### src/shared/ddrs_consts.vh
`ifndef DDRS_CONSTS_VH
`define DDRS_CONSTS_VH

// ----------------------------------------------------------------
// Register byte addresses
// ----------------------------------------------------------------
`define DDRS_ADDR_CTRL 8'h00
`define DDRS_ADDR_TARGET 8'h04
`define DDRS_ADDR_CMD 8'h08
`define DDRS_ADDR_STATUS 8'h0c
`define DDRS_ADDR_CUR_POS 8'h10
`define DDRS_ADDR_HOME_POS 8'h14
`define DDRS_ADDR_IRQ_STS 8'h18
`define DDRS_ADDR_IRQ_MASK 8'h1c
`define DDRS_ADDR_REV_CNT 8'h20

// ----------------------------------------------------------------
// Field positions and reset values
// ----------------------------------------------------------------
`define DDRS_CTRL_SEL_LO 0
`define DDRS_CTRL_CWE_BIT 2
`define DDRS_CTRL_UNIT_LO 3
`define DDRS_CTRL_RESET 32'h0000_0004
`define DDRS_CMD_ABS_BIT 0
`define DDRS_CMD_REL_BIT 1
`define DDRS_IRQ_DONE_BIT 0
`define DDRS_IRQ_WARN_BIT 1
`define DDRS_IRQ_HOME_BIT 2
`define DDRS_IRQ_WIDTH 3

// ----------------------------------------------------------------
// Encodings and limits
// ----------------------------------------------------------------
`define DDRS_SEL_SIGN 2'h0
`define DDRS_SEL_SHORT 2'h1
`define DDRS_SEL_DEC 2'h2
`define DDRS_SEL_INC 2'h3
`define DDRS_UNIT_PULSE 2'h0
`define DDRS_UNIT_MM 2'h1
`define DDRS_UNIT_INCH 2'h2
`define DDRS_UNIT_DEGREE 2'h3
`define DDRS_REV_STEPS 32'h0005_7e40
`define DDRS_POS_MAX 32'h0005_7e3f
`define DDRS_REV_LIMIT 18'h0_8000
`define DDRS_REV_LIMIT_NEG 18'h3_8000

`endif

### src/rtl/ddrs_top.v
`include "ddrs_consts.vh"

module ddrs_top (
    input wire clk_sys,
    input wire resetn,
    input wire [7:0] avs_address,
    input wire avs_read,
    input wire avs_write,
    input wire [31:0] avs_writedata,
    input wire [3:0] avs_byteenable,
    output wire avs_waitrequest,
    output reg [31:0] avs_readdata,
    output wire irq,
    output wire move_step,
    output wire move_ccw,
    output wire move_busy,
    output wire home_valid,
    output wire multi_rev_excess_warning
);

    // ----------------------------------------------------------------
    // State encodings
    // ----------------------------------------------------------------
    localparam [1:0] ST_IDLE = 2'b01;
    localparam [1:0] ST_MOVE = 2'b10;

    // Merges a write into a word under the byte enables.
    function [31:0] be_merge;
        input [31:0] old;
        input [31:0] wd;
        input [3:0] be;
        begin
            be_merge = {be[3] ? wd[31:24] : old[31:24], be[2] ? wd[23:16] : old[23:16],
                        be[1] ? wd[15:8] : old[15:8], be[0] ? wd[7:0] : old[7:0]};
        end
    endfunction

    // ----------------------------------------------------------------
    // Bus slave
    // ----------------------------------------------------------------
    // Every access takes one wait state: the answer is formed at the first
    // edge and completes at the second, keeping decode off the data path.
    reg ack_q;
    wire acc;
    wire wr_fire;

    assign acc = avs_read | avs_write;
    assign avs_waitrequest = acc & ~ack_q;
    assign wr_fire = avs_write & ack_q;

    always @(posedge clk_sys or negedge resetn) begin
        if (!resetn) begin
            ack_q <= 1'b0;
        end else begin
            ack_q <= acc & ~ack_q;
        end
    end

    // ----------------------------------------------------------------
    // Registers
    // ----------------------------------------------------------------
    reg [31:0] ctrl_q;
    reg [31:0] target_q;
    reg [31:0] home_pos_q;
    reg home_valid_q;
    reg [31:0] cur_pos_q;
    reg [31:0] cur_pos_d;
    reg [17:0] rev_q;
    reg [17:0] rev_d;
    reg warn_q;
    reg [`DDRS_IRQ_WIDTH-1:0] irq_sts_q;
    reg [`DDRS_IRQ_WIDTH-1:0] irq_mask_q;
    reg [1:0] state_q;
    reg [1:0] sel_q;
    reg ccw_q;
    reg [31:0] remain_q;

    wire [1:0] dir_sel;
    wire cwe;
    wire [1:0] unit;
    wire unit_deg;

    assign dir_sel = ctrl_q[`DDRS_CTRL_SEL_LO+1:`DDRS_CTRL_SEL_LO];
    assign cwe = ctrl_q[`DDRS_CTRL_CWE_BIT];
    assign unit = ctrl_q[`DDRS_CTRL_UNIT_LO+1:`DDRS_CTRL_UNIT_LO];
    assign unit_deg = (unit == `DDRS_UNIT_DEGREE);

    wire wr_ctrl;
    wire wr_target;
    wire wr_cmd;
    wire wr_home;
    wire wr_irq_sts;
    wire wr_irq_mask;

    assign wr_ctrl = wr_fire & (avs_address == `DDRS_ADDR_CTRL);
    assign wr_target = wr_fire & (avs_address == `DDRS_ADDR_TARGET);
    assign wr_cmd = wr_fire & (avs_address == `DDRS_ADDR_CMD) & avs_byteenable[0];
    assign wr_home = wr_fire & (avs_address == `DDRS_ADDR_HOME_POS);
    assign wr_irq_sts = wr_fire & (avs_address == `DDRS_ADDR_IRQ_STS) & avs_byteenable[0];
    assign wr_irq_mask = wr_fire & (avs_address == `DDRS_ADDR_IRQ_MASK) & avs_byteenable[0];

    // ----------------------------------------------------------------
    // Move start and direction choice
    // ----------------------------------------------------------------
    wire start_abs;
    wire start_rel;
    wire start;
    wire calc_ccw;
    wire [31:0] calc_dist;

    assign start_abs = wr_cmd & avs_writedata[`DDRS_CMD_ABS_BIT];
    assign start_rel = wr_cmd & avs_writedata[`DDRS_CMD_REL_BIT] & ~avs_writedata[`DDRS_CMD_ABS_BIT];
    // A start command while a move runs is ignored.
    assign start = (start_abs | start_rel) & (state_q == ST_IDLE);

    ddrs_dir_calc u_dir (
        .dir_sel(dir_sel),
        .is_abs(start_abs),
        .target(target_q),
        .cur_pos(cur_pos_q),
        .move_ccw(calc_ccw),
        .move_dist(calc_dist)
    );

    wire stepping;
    wire done_ev;

    assign stepping = (state_q == ST_MOVE) & (remain_q != 32'h0);
    assign done_ev = ((state_q == ST_MOVE) & (remain_q == 32'h1)) | (start & (calc_dist == 32'h0));

    always @(posedge clk_sys or negedge resetn) begin
        if (!resetn) begin
            state_q <= ST_IDLE;
            sel_q <= `DDRS_SEL_SIGN;
            ccw_q <= 1'b1;
            remain_q <= 32'h0;
        end else begin
            case (state_q)
                ST_IDLE: begin
                    if (start) begin
                        state_q <= (calc_dist != 32'h0) ? ST_MOVE : ST_IDLE;
                        sel_q <= dir_sel;
                        ccw_q <= calc_ccw;
                        remain_q <= calc_dist;
                    end
                end
                ST_MOVE: begin
                    if (remain_q <= 32'h1) begin
                        state_q <= ST_IDLE;
                        remain_q <= 32'h0;
                    end else begin
                        remain_q <= remain_q - 32'h1;
                    end
                end
                default: begin
                    state_q <= ST_IDLE;
                    remain_q <= 32'h0;
                end
            endcase
        end
    end

    // ----------------------------------------------------------------
    // Position and revolution tracking
    // ----------------------------------------------------------------
    wire wrap_ccw;
    wire wrap_cw;
    wire rev_over;

    assign wrap_ccw = stepping & ccw_q & (cur_pos_q == `DDRS_POS_MAX);
    assign wrap_cw = stepping & ~ccw_q & (cur_pos_q == 32'h0);
    assign rev_over = (~rev_q[17] & (rev_q >= `DDRS_REV_LIMIT)) | (rev_q[17] & (rev_q <= `DDRS_REV_LIMIT_NEG));

    always @* begin
        cur_pos_d = cur_pos_q;
        if (stepping) begin
            if (ccw_q) begin
                cur_pos_d = wrap_ccw ? 32'h0 : cur_pos_q + 32'h1;
            end else begin
                cur_pos_d = wrap_cw ? `DDRS_POS_MAX : cur_pos_q - 32'h1;
            end
        end
    end

    // The counter saturates at the limit so a long run cannot wrap it back
    // into range and hide the excess condition.
    always @* begin
        rev_d = rev_q;
        if (wr_home) begin
            rev_d = 18'h0;
        end else if (wrap_ccw && !(~rev_q[17] && rev_q >= `DDRS_REV_LIMIT)) begin
            rev_d = rev_q + 18'h1;
        end else if (wrap_cw && !(rev_q[17] && rev_q <= `DDRS_REV_LIMIT_NEG)) begin
            rev_d = rev_q - 18'h1;
        end
    end

    wire warn_set;

    // Degree unit is infinite feed: the modulo position is the whole truth.
    // A home write zeroes the counter, so the excess condition ends in that cycle.
    assign warn_set = rev_over & cwe & ~unit_deg & ~warn_q & ~wr_home;

    always @(posedge clk_sys or negedge resetn) begin
        if (!resetn) begin
            cur_pos_q <= 32'h0;
            rev_q <= 18'h0;
            warn_q <= 1'b0;
            home_pos_q <= 32'h0;
            home_valid_q <= 1'b0;
        end else begin
            cur_pos_q <= cur_pos_d;
            rev_q <= rev_d;
            if (wr_home) begin
                // Clamp into one turn in millidegrees.
                home_pos_q <= (be_merge(home_pos_q, avs_writedata, avs_byteenable) > `DDRS_POS_MAX) ?
                              `DDRS_POS_MAX : be_merge(home_pos_q, avs_writedata, avs_byteenable);
                home_valid_q <= 1'b1;
                warn_q <= 1'b0;
            end else if (warn_set) begin
                warn_q <= 1'b1;
                home_valid_q <= 1'b0;
            end
        end
    end

    // ----------------------------------------------------------------
    // Control registers
    // ----------------------------------------------------------------
    always @(posedge clk_sys or negedge resetn) begin
        if (!resetn) begin
            ctrl_q <= `DDRS_CTRL_RESET;
            target_q <= 32'h0;
            irq_mask_q <= {`DDRS_IRQ_WIDTH{1'b0}};
        end else begin
            if (wr_ctrl) begin
                ctrl_q <= be_merge(ctrl_q, avs_writedata, avs_byteenable) & 32'h0000_001f;
            end
            if (wr_target) begin
                target_q <= be_merge(target_q, avs_writedata, avs_byteenable);
            end
            if (wr_irq_mask) begin
                irq_mask_q <= avs_writedata[`DDRS_IRQ_WIDTH-1:0];
            end
        end
    end

    // ----------------------------------------------------------------
    // Interrupts
    // ----------------------------------------------------------------
    wire [`DDRS_IRQ_WIDTH-1:0] irq_set;
    wire [`DDRS_IRQ_WIDTH-1:0] irq_clr;

    assign irq_set = {warn_set, warn_set, done_ev};
    assign irq_clr = wr_irq_sts ? avs_writedata[`DDRS_IRQ_WIDTH-1:0] : {`DDRS_IRQ_WIDTH{1'b0}};

    always @(posedge clk_sys or negedge resetn) begin
        if (!resetn) begin
            irq_sts_q <= {`DDRS_IRQ_WIDTH{1'b0}};
        end else begin
            // A new event in the clearing cycle is kept.
            irq_sts_q <= (irq_sts_q & ~irq_clr) | irq_set;
        end
    end

    assign irq = |(irq_sts_q & irq_mask_q);

    // ----------------------------------------------------------------
    // Read data
    // ----------------------------------------------------------------
    always @(posedge clk_sys or negedge resetn) begin
        if (!resetn) begin
            avs_readdata <= 32'h0;
        end else if (avs_read && !ack_q) begin
            case (avs_address)
                `DDRS_ADDR_CTRL: avs_readdata <= ctrl_q;
                `DDRS_ADDR_TARGET: avs_readdata <= target_q;
                `DDRS_ADDR_STATUS: begin
                    avs_readdata <= {26'h0, sel_q, warn_q, home_valid_q, ccw_q, state_q == ST_MOVE};
                end
                `DDRS_ADDR_CUR_POS: avs_readdata <= cur_pos_q;
                `DDRS_ADDR_HOME_POS: avs_readdata <= home_pos_q;
                `DDRS_ADDR_IRQ_STS: avs_readdata <= {29'h0, irq_sts_q};
                `DDRS_ADDR_IRQ_MASK: avs_readdata <= {29'h0, irq_mask_q};
                `DDRS_ADDR_REV_CNT: avs_readdata <= {{14{rev_q[17]}}, rev_q};
                default: avs_readdata <= 32'h0;
            endcase
        end
    end

    // ----------------------------------------------------------------
    // Outputs to the position loop
    // ----------------------------------------------------------------
    assign move_step = stepping;
    assign move_ccw = ccw_q;
    assign move_busy = (state_q == ST_MOVE);
    assign home_valid = home_valid_q;
    assign multi_rev_excess_warning = warn_q;

endmodule // ddrs_top

### src/rtl/ddrs_dir_calc.v
`include "ddrs_consts.vh"

module ddrs_dir_calc (
    input wire [1:0] dir_sel,
    input wire is_abs,
    input wire [31:0] target,
    input wire [31:0] cur_pos,
    output reg move_ccw,
    output reg [31:0] move_dist
);

    // Folds a value in -360000..719999 into one turn.
    function [31:0] wrap_deg;
        input [31:0] v;
        begin
            if (v[31]) begin
                wrap_deg = v + `DDRS_REV_STEPS;
            end else if (v >= `DDRS_REV_STEPS) begin
                wrap_deg = v - `DDRS_REV_STEPS;
            end else begin
                wrap_deg = v;
            end
        end
    endfunction

    wire [31:0] tgt_m;
    wire [31:0] ccw_d;
    wire [31:0] cw_d;

    assign tgt_m = wrap_deg(target);
    assign ccw_d = wrap_deg(tgt_m - cur_pos);
    assign cw_d = wrap_deg(cur_pos - tgt_m);

    always @* begin
        move_ccw = 1'b1;
        move_dist = 32'h0;
        if (!is_abs) begin
            move_ccw = ~target[31];
            move_dist = target[31] ? (32'h0 - target) : target;
        end else begin
            case (dir_sel)
                `DDRS_SEL_SIGN: begin
                    // Zero and +360 are non-negative, so they go counter-clockwise.
                    move_ccw = ~target[31];
                    move_dist = target[31] ? cw_d : ccw_d;
                end
                `DDRS_SEL_SHORT: begin
                    move_ccw = (ccw_d <= cw_d);
                    move_dist = (ccw_d <= cw_d) ? ccw_d : cw_d;
                end
                `DDRS_SEL_DEC: begin
                    move_ccw = 1'b0;
                    move_dist = cw_d;
                end
                default: begin
                    move_ccw = 1'b1;
                    move_dist = ccw_d;
                end
            endcase
        end
    end

endmodule // ddrs_dir_calc

### config.mk
export PLATFORM = sky130hd
export DESIGN_NAME = ddrs_top
export DESIGN_NICKNAME = d
export VERILOG_FILES = /design/src/rtl/ddrs_top.v /design/src/rtl/ddrs_dir_calc.v
export VERILOG_INCLUDE_DIRS = /design/src /design/src/shared
export SDC_FILE = /design/constraint.sdc
export NUM_CORES = 1
export LEC_CHECK = 0
export BUFFER_PORTS_ARGS = -buffer_cell sky130_fd_sc_hd__buf_2
export CAP_MARGIN = 25
export CORE_MARGIN = 2
export CORE_UTILIZATION = 39
export DETAILED_ROUTE_END_ITERATION = 6
export PLACE_DENSITY_LB_ADDON = 0.08
export SLEW_MARGIN = 20
export SYNTH_ARGS = -nofsm -noshare
export SYNTH_HDL_FRONTEND = slang
export SYNTH_HIERARCHICAL = 1
export SYNTH_SLANG_ARGS = --single-unit
### constraint.sdc
create_clock -name clk_sys -period 28.4 [get_ports clk_sys]
set_input_delay 1.42 -clock clk_sys [delete_from_list [all_inputs] [get_ports clk_sys]]
set_output_delay 1.42 -clock clk_sys [all_outputs]
set_load 0.005 [all_outputs]
Word-level counts from Yosys, hierarchy flattened
Cells that the tools add are included.
{"block": "word_totals", "regBits": 197, "input_bits": 48, "output_inout_bits": 39, "word_cells": 162}
{"block": "op_classes", "add_sub_neg": 14, "magnitude_cmp": 8, "eq_ne": 17, "mux": 37, "bitwise": 44, "reduce_logical": 24}
{"cell": "32-bit 2-to-1 mux", "count": 16}
{"cell": "32-bit one-hot mux with 8 select lines", "count": 1}
{"cell": "32-bit by 19-bit adder with 32-bit output (second input constant)", "count": 3}
{"cell": "32-bit by 19-bit greater-or-equal comparator with 1-bit output (second input constant)", "count": 3}
{"cell": "32-bit one-hot mux with 3 select lines", "count": 1}
{"cell": "32-bit by 19-bit subtractor with 32-bit output (second input constant)", "count": 3}
{"cell": "32-bit zero test", "count": 2}
{"cell": "32-bit one-hot mux with 2 select lines", "count": 1}
{"cell": "32-bit nonzero test", "count": 2}
{"cell": "32-bit by 1-bit subtractor with 32-bit output (second input constant)", "count": 2}
{"cell": "32-bit subtractor", "count": 2}
{"cell": "18-bit 2-to-1 mux", "count": 3}
{"cell": "32-bit by 1-bit adder with 32-bit output (second input constant)", "count": 1}
{"cell": "32-bit by 1-bit == test with 1-bit output (second input constant)", "count": 1}
{"cell": "32-bit by 19-bit == test with 1-bit output (second input constant)", "count": 1}
{"cell": "8-bit by 5-bit == test with 1-bit output (second input constant)", "count": 4}
{"cell": "32-bit by 19-bit greater-than comparator with 1-bit output (second input constant)", "count": 1}
{"cell": "32-bit by 1-bit less-or-equal comparator with 1-bit output (second input constant)", "count": 1}
{"cell": "32-bit less-or-equal comparator", "count": 1}
{"cell": "8-bit 2-to-1 mux", "count": 4}
{"cell": "1-bit by 32-bit subtractor with 32-bit output (first input constant)", "count": 1}
{"cell": "1-bit AND", "count": 28}
{"cell": "18-bit by 1-bit adder with 18-bit output (second input constant)", "count": 1}
{"cell": "18-bit by 16-bit greater-or-equal comparator with 1-bit output (second input constant)", "count": 1}
{"cell": "other kinds (27)", "count": 60}

Logic depth before layout (Yosys ltp)
Gate-level depths: netlist (run 1).
{"block": "logic_depth", "word_depth": 15, "mapped_depth": 44, "mapped_depth_nobuf": 41}

Cells and area by module
Netlist (run 1), hierarchy kept.
{"mod": "ddrs_top", "instances": 1, "cells_per_inst": 1290, "area_each_um2": 11544.8}
{"mod": "ddrs_dir_calc", "instances": 1, "cells_per_inst": 1461, "area_each_um2": 9648.0}

Least setup slack after synthesis (run 1)
Ideal clock, no wire load.
{"block": "synth_timing", "path_kind": "flip-flop to flip-flop", "start": "reg target_q[20]", "end": "reg state_q[1]", "setup_time_ns": 0.122, "arrival_time_ns": 9.420, "slack_ns": 18.859, "path_stages_with_launch": 42, "n_path_buf": 5, "path_cell_list": "dfrtp_1 > buf_6 > or4_4 > or4_4 > o31ai_4 > nor2_1 > nor2_1 > nand3_1 > or2_2 > o22ai_1 > xor2_1 > ha_1 > buf_2 > nand2_1 > o21ai_0 > or4_1 > a21oi_1 > nor3_1 > (+6 left out) > inv_1 > ha_1 > nand4_1 > nor3_1 > and4_1 > o21a_1 > o31ai_1 > a311oi_1 > o21a_1 > and2_1 > buf_1 > clkbuf_1 > a221oi_1 > nor4_1 > nand4_1 > nor2_1 > nor4_1 > nand2b_1"}
{"block": "synth_between", "elab_chain_len": 15}
{"item": "start, declared", "line_no": "ddrs_top.v:63", "source": "reg [31:0] target_q;"}
{"item": "start signal, assigned", "line_no": "ddrs_top.v:240", "source": "target_q <= be_merge(target_q, avs_writedata, avs_byteenable);"}
{"item": "32-bit by 19-bit subtractor with 32-bit output (no line) / 32-bit by 19-bit greater-or-equal comparator with 1-bit output (equally long branches)"}
{"item": "32-bit 2-to-1 mux", "line_no": "ddrs_dir_calc.v:18", "source": "end else if (v >= `DDRS_REV_STEPS) begin"}
{"item": "32-bit 2-to-1 mux (*)", "line_no": "ddrs_dir_calc.v:16", "source": "if (v[31]) begin"}
{"item": "32-bit subtractor (on tied branches)", "line_no": "ddrs_dir_calc.v:31, ddrs_dir_calc.v:32"}
{"item": "32-bit by 19-bit subtractor with 32-bit output (no line) / 32-bit by 19-bit greater-or-equal comparator with 1-bit output (equally long branches)"}
{"item": "32-bit 2-to-1 mux", "line_no": "ddrs_dir_calc.v:18"}
{"item": "32-bit 2-to-1 mux", "line_no": "ddrs_dir_calc.v:16"}
{"item": "32-bit less-or-equal comparator", "line_no": "ddrs_dir_calc.v:49", "source": "move_dist = (ccw_d <= cw_d) ? ccw_d : cw_d;"}
{"item": "32-bit 2-to-1 mux", "line_no": "ddrs_dir_calc.v:49"}
{"item": "32-bit one-hot mux with 3 select lines (*)", "line_no": "ddrs_dir_calc.v:41", "source": "case (dir_sel)"}
{"item": "32-bit 2-to-1 mux (*)", "line_no": "ddrs_dir_calc.v:37", "source": "if (!is_abs) begin"}
{"item": "net calc_dist[12]", "line_no": "ddrs_top.v:109", "source": "wire [31:0] calc_dist;"}
{"item": "32-bit nonzero test (*)", "line_no": "ddrs_top.v:141", "source": "state_q <= (calc_dist != 32'h0) ? ST_MOVE : ST_IDLE;"}
{"item": "2-bit 2-to-1 mux (*)", "line_no": "ddrs_top.v:141"}
{"item": "2-bit 2-to-1 mux (*)", "line_no": "ddrs_top.v:140", "source": "if (start) begin"}
{"item": "2-bit one-hot mux with 2 select lines (*)", "line_no": "ddrs_top.v:138", "source": "case (state_q)"}
{"item": "end signal, assigned", "line_no": "ddrs_top.v:141"}
{"item": "end, declared", "line_no": "ddrs_top.v:73", "source": "reg [1:0] state_q;"}
The timed path passes the listed nets; every way through them passes the cells marked *. The select of a mux whose other input is x is not followed.
A chain may end at the register's enable or synchronous reset.

Worst setup path in the final report (run 1)
Same ends and word-level chain as after synthesis.

==> results of run 1 <==
cell type report:
cell class              instances  share of cell area
flip-flops and latches        197              0.2168
inverters                     143             0.02359
diodes                          1           0.0001100
well taps                     696             0.03827
clock buffers                  19             0.01991
repair buffers                122             0.03107
clock inverters                13            0.007313
multi-input cells            2247              0.6629
final timing paths:
kind / slack (ns) / start / depth (start not counted) / to
max: 15.75 / target_q[20]$_DFFE_PN0P_ / 38 / state_q[1]$_DFFE_PN0P_
min reg2reg: 0.50 / home_pos_q[0]$_DFFE_PN0P_ / 1 / home_pos_q[0]$_DFFE_PN0P_
max reg2reg: 15.75 / target_q[20]$_DFFE_PN0P_ / 38 / state_q[1]$_DFFE_PN0P_
min in group asynchronous: 0.92 / resetn / 1 / cur_pos_q[28]$_DFFE_PN0N_
min: 0.50 / home_pos_q[0]$_DFFE_PN0P_ / 1 / home_pos_q[0]$_DFFE_PN0P_
max in group asynchronous: 26.17 / resetn / 2 / cur_pos_q[13]$_DFFE_PN0N_
flip-flops by register name, summed over array words and instances, names as in the netlist, 2 cells and up:
name and count:
avs_readdata 32, ctrl_q 5, cur_pos_q 32, home_pos_q 32, irq_mask_q 3, irq_sts_q 3
remain_q 32, rev_q 18, sel_q 2, state_q 2, target_q 32
per-layer routing:
metal	GRT usage	up-vias	share of wire
met5	0	-	0
met4	0.1271	0	0.041
met3	0.04430	173	0.061
met2	0.5259	953	0.47
met1	0.4170	10970	0.43
li1	-	10290	-
cells by family after synthesis:
family / Yosys count / share of synthesized area
simple gates: 988 / 0.2367
compound gates: 912 / 0.3004
buf+inv: 307 / 0.05703
flops: 197 / 0.2328
xor+xnor: 168 / 0.06978
fa+ha+maj: 129 / 0.07722
mux: 50 / 0.02598
worst register-to-register path, delay by kind of cell (launching register included):
kind / cells / cell delay, ns
buffers and inverters: 1 / 0.07
xor gates and xnor gates: 2 / 0.53
AOI/OAI and AO/OA: 14 / 4.68
DFF: 1 / 0.52
adders and majority gates: 2 / 0.56
and+or+nand+nor: 19 / 6.19
Yosys cell counts (25+ instances only):
library cell  number  share of area
nor2_1           227          0.040
dfrtp_1          194           0.23
xnor2_1          109          0.045
mux2_2            40          0.021
nor4_1            56          0.017
o21ai_0          164          0.039
nor3_1            85          0.020
a21o_1            43          0.015
clkbuf_1         126          0.022
inv_1            141          0.025
a22oi_1           76          0.027
a211oi_1          28         0.0099
and2_1            48          0.014
o31ai_1           25         0.0089
nand4_1           56          0.017
a22o_1            38          0.016
ha_1             126          0.074
nand3_1           86          0.020
and3_1            36          0.011
a21oi_1          194          0.046
o22ai_1           29         0.0086
nand2_1          243          0.043
xor2_1            58          0.024
a221oi_1          26          0.011
a31oi_1           35          0.010
power breakdown:
part	internal [mW]	leakage, nW	total, mW	switching, mW
sequential	0.284	2.62	0.291	0.00679
clock	0.125	0.304	0.261	0.136
combinational	0.335	7.06	1.03	0.694
per-stage QoR:
step	cells	instance area (sq um)
after floorplan	2751	21190
after global placement	3403	22110
after detailed placement	3405	22130
after CTS	3437	22750
after global routing	3437	22750
final	3438	22750
==> results.md, run 1 <==
- Largest net degree at the start of global routing: 80
- Setup TNS: 0 ns
- Layout Nets: approximately 2900
- Hold buffers post-CTS: 0
- Routed wire length: roughly 91000 um
- CORE AREA: ~54000 sq um
- Max Slew Vio Count: 0
- Slack of the critical path: between 15 and 20 ns
- Chip height: around 240 um
- Synth cell types: ~110
- Asr flop ratio synth: 1.000
- Clock Skews: 0.02407 ns
- Worst-path clk slew: 0.09 ns
- Area of the multi-input gates: 15080 sq um
- Top FF cell, synth: dfrtp_1
- Max Cap Viol: 0
- CP top delay family: simple AND/OR/NAND/NOR gates
- CP Data Arrival Time: around 13 ns
- Drt first-iter violations: 2183
- Cells after synthesis: about 2800
- WP buf/inv: 1
- Final routed DRC violation total: 0
- I/O pin total: 87
- Antenna violations before repair: 1
- Vias per inst: between 6 and 7
- Sequential area share after synthesis: 0.2328
- Setup slack at placement: around 16 ns
- CP required: about 29 ns
- Crit-path max cell delay: about 0.84 ns
- Post-CTS Resized: 0
- Commonest non-fill, non-tap cell in the layout: nand2_1
- RSZ-0062 raised after global routing: no
- Final hold viol count: 0
- Outcome: completed
- Std-Cell Rows: 85
- Worst-case clock buffer depth: 2
- Initial core utilization: 0.3938
- Via count: about 22000
- Syn_area_per_cell: 7.704 sq um
- Hold crit path type: register to register
- Routability cong.: just over 1
- Post-Syn Nets: around 3000
- Final HPWL DP: slightly above 70000 um
- Synth Register Bits: roughly 200
- CTS tree: done
- Total congestion overflow: 0
- Ys Warns: 6
- Port Buffers: 86
- Pwr dens: 69.50 nW/um^2
- CP Capture Type: register
- Min cycle time layout: ~13 ns
- Number of flops mapped to enable cells by yosys: 0
- Leak Pwr: around 10 nW
- Share of cells above drive strength 1: 0.09559
- First drt pass iteration count: 6
- H-tree levels: 4
- Least-Margin Pin Slew: ~1.2 ns
- Number of fill cells: 5590
- Storage cell area: 4933 sq um
- Fmax achieved: 79.04 MHz
- Final Util: 0.4228
- Peak VDD IR: about 54 uV
- Clock Latency Late Sink: ~0.5 ns
- Post-Syn Area: around 21000 sq um
- Startpoint class of the critical path: register
- Post-CTS Setup Bufs: 0
- Vias in the first global route: ~21000
- Wire length per cell: ~26 um
- Period utilization: 0.4455
- Global-route wire length before repair: approximately 140000 um
- Most frequent cells in the layout: 243 x nand2_1, 223 x nor2_1, 194 x a21oi_1, 194 x dfrtp_1, 164 x o21ai_0
- GRT Util Overall: 0.3174
- Die W: ~240 um
- Total Power: about 1.6 mW
- Antenna Nets Post-Route: 0
- Die Footprint: 56220 sq um
- Finish-stage setup viols: 0
- WS Path Type: register to register
- Max transition margin: 0.2200
- Sink count of the clock tree: a little under 200
- CP max FO: 18
- Area grow syn2layout: 7.368%
- Minimum hold slack: 0.4965 ns
- Num CTS Buffers: 17
- Critical-path top delay cell: a41oi_2
- CTS root buffer: clkbuf_16
Note: power is estimated with default switching activity, not from simulation.
==> inputs of run 2 (changes only) <==
==> constraint.sdc (replaced) <==
create_clock -name clk_sys -period 11.3 [get_ports clk_sys]
set_input_delay 0.565 -clock clk_sys [delete_from_list [all_inputs] [get_ports clk_sys]]
set_output_delay 0.565 -clock clk_sys [all_outputs]
set_load 0.005 [all_outputs]
==> results.md, run 2 (same netlist as run 1, synthesis figures left out) <==
- Outcome: finished, violations left
- Failing checks: DRC
- Clock Latency Late Sink: 0.50 ns (about the same)
- I/O pin total: 87 (unchanged)
- H-tree levels: 4 (unchanged)
- Sw Pwr: 2.109 mW (+150%)
- Max Slew Vio Count: 0 (unchanged)
- Cell Int Power: 2.059 mW (+180%)
- CP max FO: 12 (-6)
- Finish-stage setup viols: 0 (unchanged)
- Least-Margin Pin Slew: 0.9784 ns (-0.1846 ns)
- Port Buffers: 86 (unchanged)
- Total congestion overflow: 0 (unchanged)
- Slack of the critical path: 0.3532 ns (-15.39 ns)
- Antenna violations before repair: 0 (-1)
- Clk network pwr share: 0.162 (-0.003)
- Worst-path clk slew: 0.10 ns (about the same)
- Area grow syn2layout: 12.43%
- Final routed DRC violation total: 6 (+6)
- Largest net degree at the start of global routing: 75 (-6.3%)
- Peak VDD IR: 122.2 uV (+130%)
- CP Capture Type: register
- Clock Skews: 0.02912 ns (+0.005052 ns)
- Commonest non-fill, non-tap cell in the layout: nand2_1
- Leak Pwr: 10.66 nW (+6.8%)
- Final HPWL DP: 72160 um (-0.16%)
- Global-route wire length before repair: 135700 um (-0.15%)
- Pwr dens: 174.9 nW/um^2 (+150%)
- RR Endpoint: state_q[1]$_DFFE_PN0P_
- Max transition margin: 0.3453 (+0.1253)
- Startpoint class of the critical path: register
- Final Util: 0.4428 (+0.01995)
- CP Data Arrival Time: 11.30 ns (-1.72 ns)
- First drt pass iteration count: 7 (+1)
- Crit-path max cell delay: 0.60 ns (-0.24 ns)
- Setup slack at placement: 0.02662 ns (-15.92 ns)
- Period utilization: 0.9687 (+0.5232)
- Fmax achieved: 91.35 MHz (+16%)
- GRT Util Overall: 0.3146 (-0.002852)
- Comb power frac: 0.663 (+0.012)
- Vias per inst: 6.419 (-1.4%)
- Sw Ratio: 0.5060 (-0.02317)
- Worst R2R Start: target_q[20]$_DFFE_PN0P_
- CP required: 11.66 ns (-17.11 ns)
- Wire length per cell: 25.18 um (-4.8%)
- Max Cap Viol: 0 (unchanged)
- Worst Reg-to-Reg Cells: 38 (unchanged)
- Chip height: 237.1 um (unchanged)
- WS Path Type: register to register
- Worst Setup SP: target_q[20]$_DFFE_PN0P_
- Initial core utilization: 0.3938 (unchanged)
- CP top delay family: compound AO/OA/AOI/OAI gates
- Hold buffers post-CTS: 0 (unchanged)
- N_diodes: 0 (-1)
- Hold crit path type: primary input to async pin
- Routability cong.: 1.050 (+2.8%)
- Final hold viol count: 0 (unchanged)
- Num CTS Buffers: 17 (unchanged)
- CTS root buffer: clkbuf_16
- Critical-path top delay cell: or4_4
- Antenna Nets Post-Route: 0 (unchanged)
- CP most frequent cell: nor2_1
- Critical Path End: state_q[1]$_DFFE_PN0P_
- Layout Nets: 3030 (+4.3%)
- Die Footprint: 56220 sq um (unchanged)
- RSZ-0062 raised after global routing: no
- Via count: 22870 (+2.1%)
- Worst-case clock buffer depth: 2 (unchanged)
- CORE AREA: 53810 sq um (unchanged)
- Sink count of the clock tree: 197 (unchanged)
- Routed wire length: 89690 um (-1.3%)
- Number of cells on the critical path: 38 (unchanged)
- CTS tree: done
- Sequential share of power: 0.175 (-0.009)
- Setup TNS: 0 ns (unchanged)
- Most frequent cells in the layout: 243 x nand2_1, 221 x nor2_1, 194 x a21oi_1, 194 x dfrtp_1, 161 x o21ai_0
- Drt first-iter violations: 2182 (-0.046%)
- Die W: 237.1 um (unchanged)
- Reg2Reg Setup Slack: 0.35 ns (-15.39 ns)
- Std-Cell Rows: 85 (unchanged)
- Share of cells above drive strength 1: 0.1399 (+0.04433)
- Vias in the first global route: 21950 (+3.6%)
- WP buf/inv: 2 (+1)
- Min cycle time layout: 10.95 ns (-1.705 ns)
## run 2: changes by cell type in the layout (fill, tap and decap cells not counted), sizes merged
cell,previous run,this run
clkinv,5,8
clkbuf,20,19
inv,151,150
diode,1,0
buf,121,245
## run 2: power groups by stage
stage / clock network [mW] / registers [mW] / logic (mW)
2_1_floorplan: 0 / 0.735 / 1.66
3_3_place_gp: 0 / 0.741 / 2.71
3_5_place_dp: 0 / 0.741 / 2.68
4_1_cts: 0.694 / 0.727 / 2.70
5_1_grt: 0.720 / 0.729 / 2.98
6_report: 0.675 / 0.728 / 2.76
## run 2: timing repair
action / 4_1_cts / 5_1_grt
pin swaps: 0 / 1
gates resized for setup: 2 / 20
buffers inserted: 0 / 2
endpoints found under the setup margin: 3 / 18
## run 2: how the worst min path moves through the flow
stage | from | end
CTS | resetn | cur_pos_q[28]$_DFFE_PN0N_
detailed placement | remain_q[31]$_DFFE_PN0P_ | remain_q[31]$_DFFE_PN0P_
global placement | home_pos_q[3]$_DFFE_PN0P_ | home_pos_q[3]$_DFFE_PN0P_
global route | resetn | cur_pos_q[28]$_DFFE_PN0N_
floorplan | resetn | ack_q$_DFF_PN0_
finish | resetn | cur_pos_q[28]$_DFFE_PN0N_
## run 2: metrics by stage
| stage | hold slack [ns] | cells | cell area [sq um] | power, mW |
|---|---|---|---|---|
| after floorplan | 0.2694 | 2751 | 21190 | 2.398 |
| after global placement | 0.4701 | 3526 | 23050 | 3.450 |
| after detailed placement | 0.4761 | 3526 | 23050 | 3.425 |
| after CTS | 0.07714 | 3558 | 23710 | 4.120 |
| after global routing | 0.08540 | 3562 | 23830 | 4.430 |
| final | 0.05143 | 3562 | 23830 | 4.167 |
## run 2: cell type report
class / count / area (sq um)
fillers: 5517 / 29990
multi-input cells: 2247 / 15150
flip-flops and latches: 197 / 4933
repair buffers: 247 / 1685
well taps: 696 / 870.8
inverters: 143 / 536.8
clock buffers: 17 / 425.4
clock inverters: 15 / 225.2
## run 2: layer usage
metal  wire [um]  vias to the layer above  track usage
met1       39180                    11260       0.4207
met4        3989                        0       0.1387
met3        5097                      180      0.03486
met2       41420                      911       0.5129
met5           0                        -            0
li1            -                    10520            -
## run 2: worst register-to-register path, delay by kind of cell, from the launching register on
family	cells	cell delay, ns
AOI/OAI and AO/OA	17	4.99
and+or+nand+nor	14	3.44
buffers and inverters	2	0.41
muxes	1	0.27
DFF	1	0.52
adders and majority gates	2	0.71
xor gates and xnor gates	2	0.47
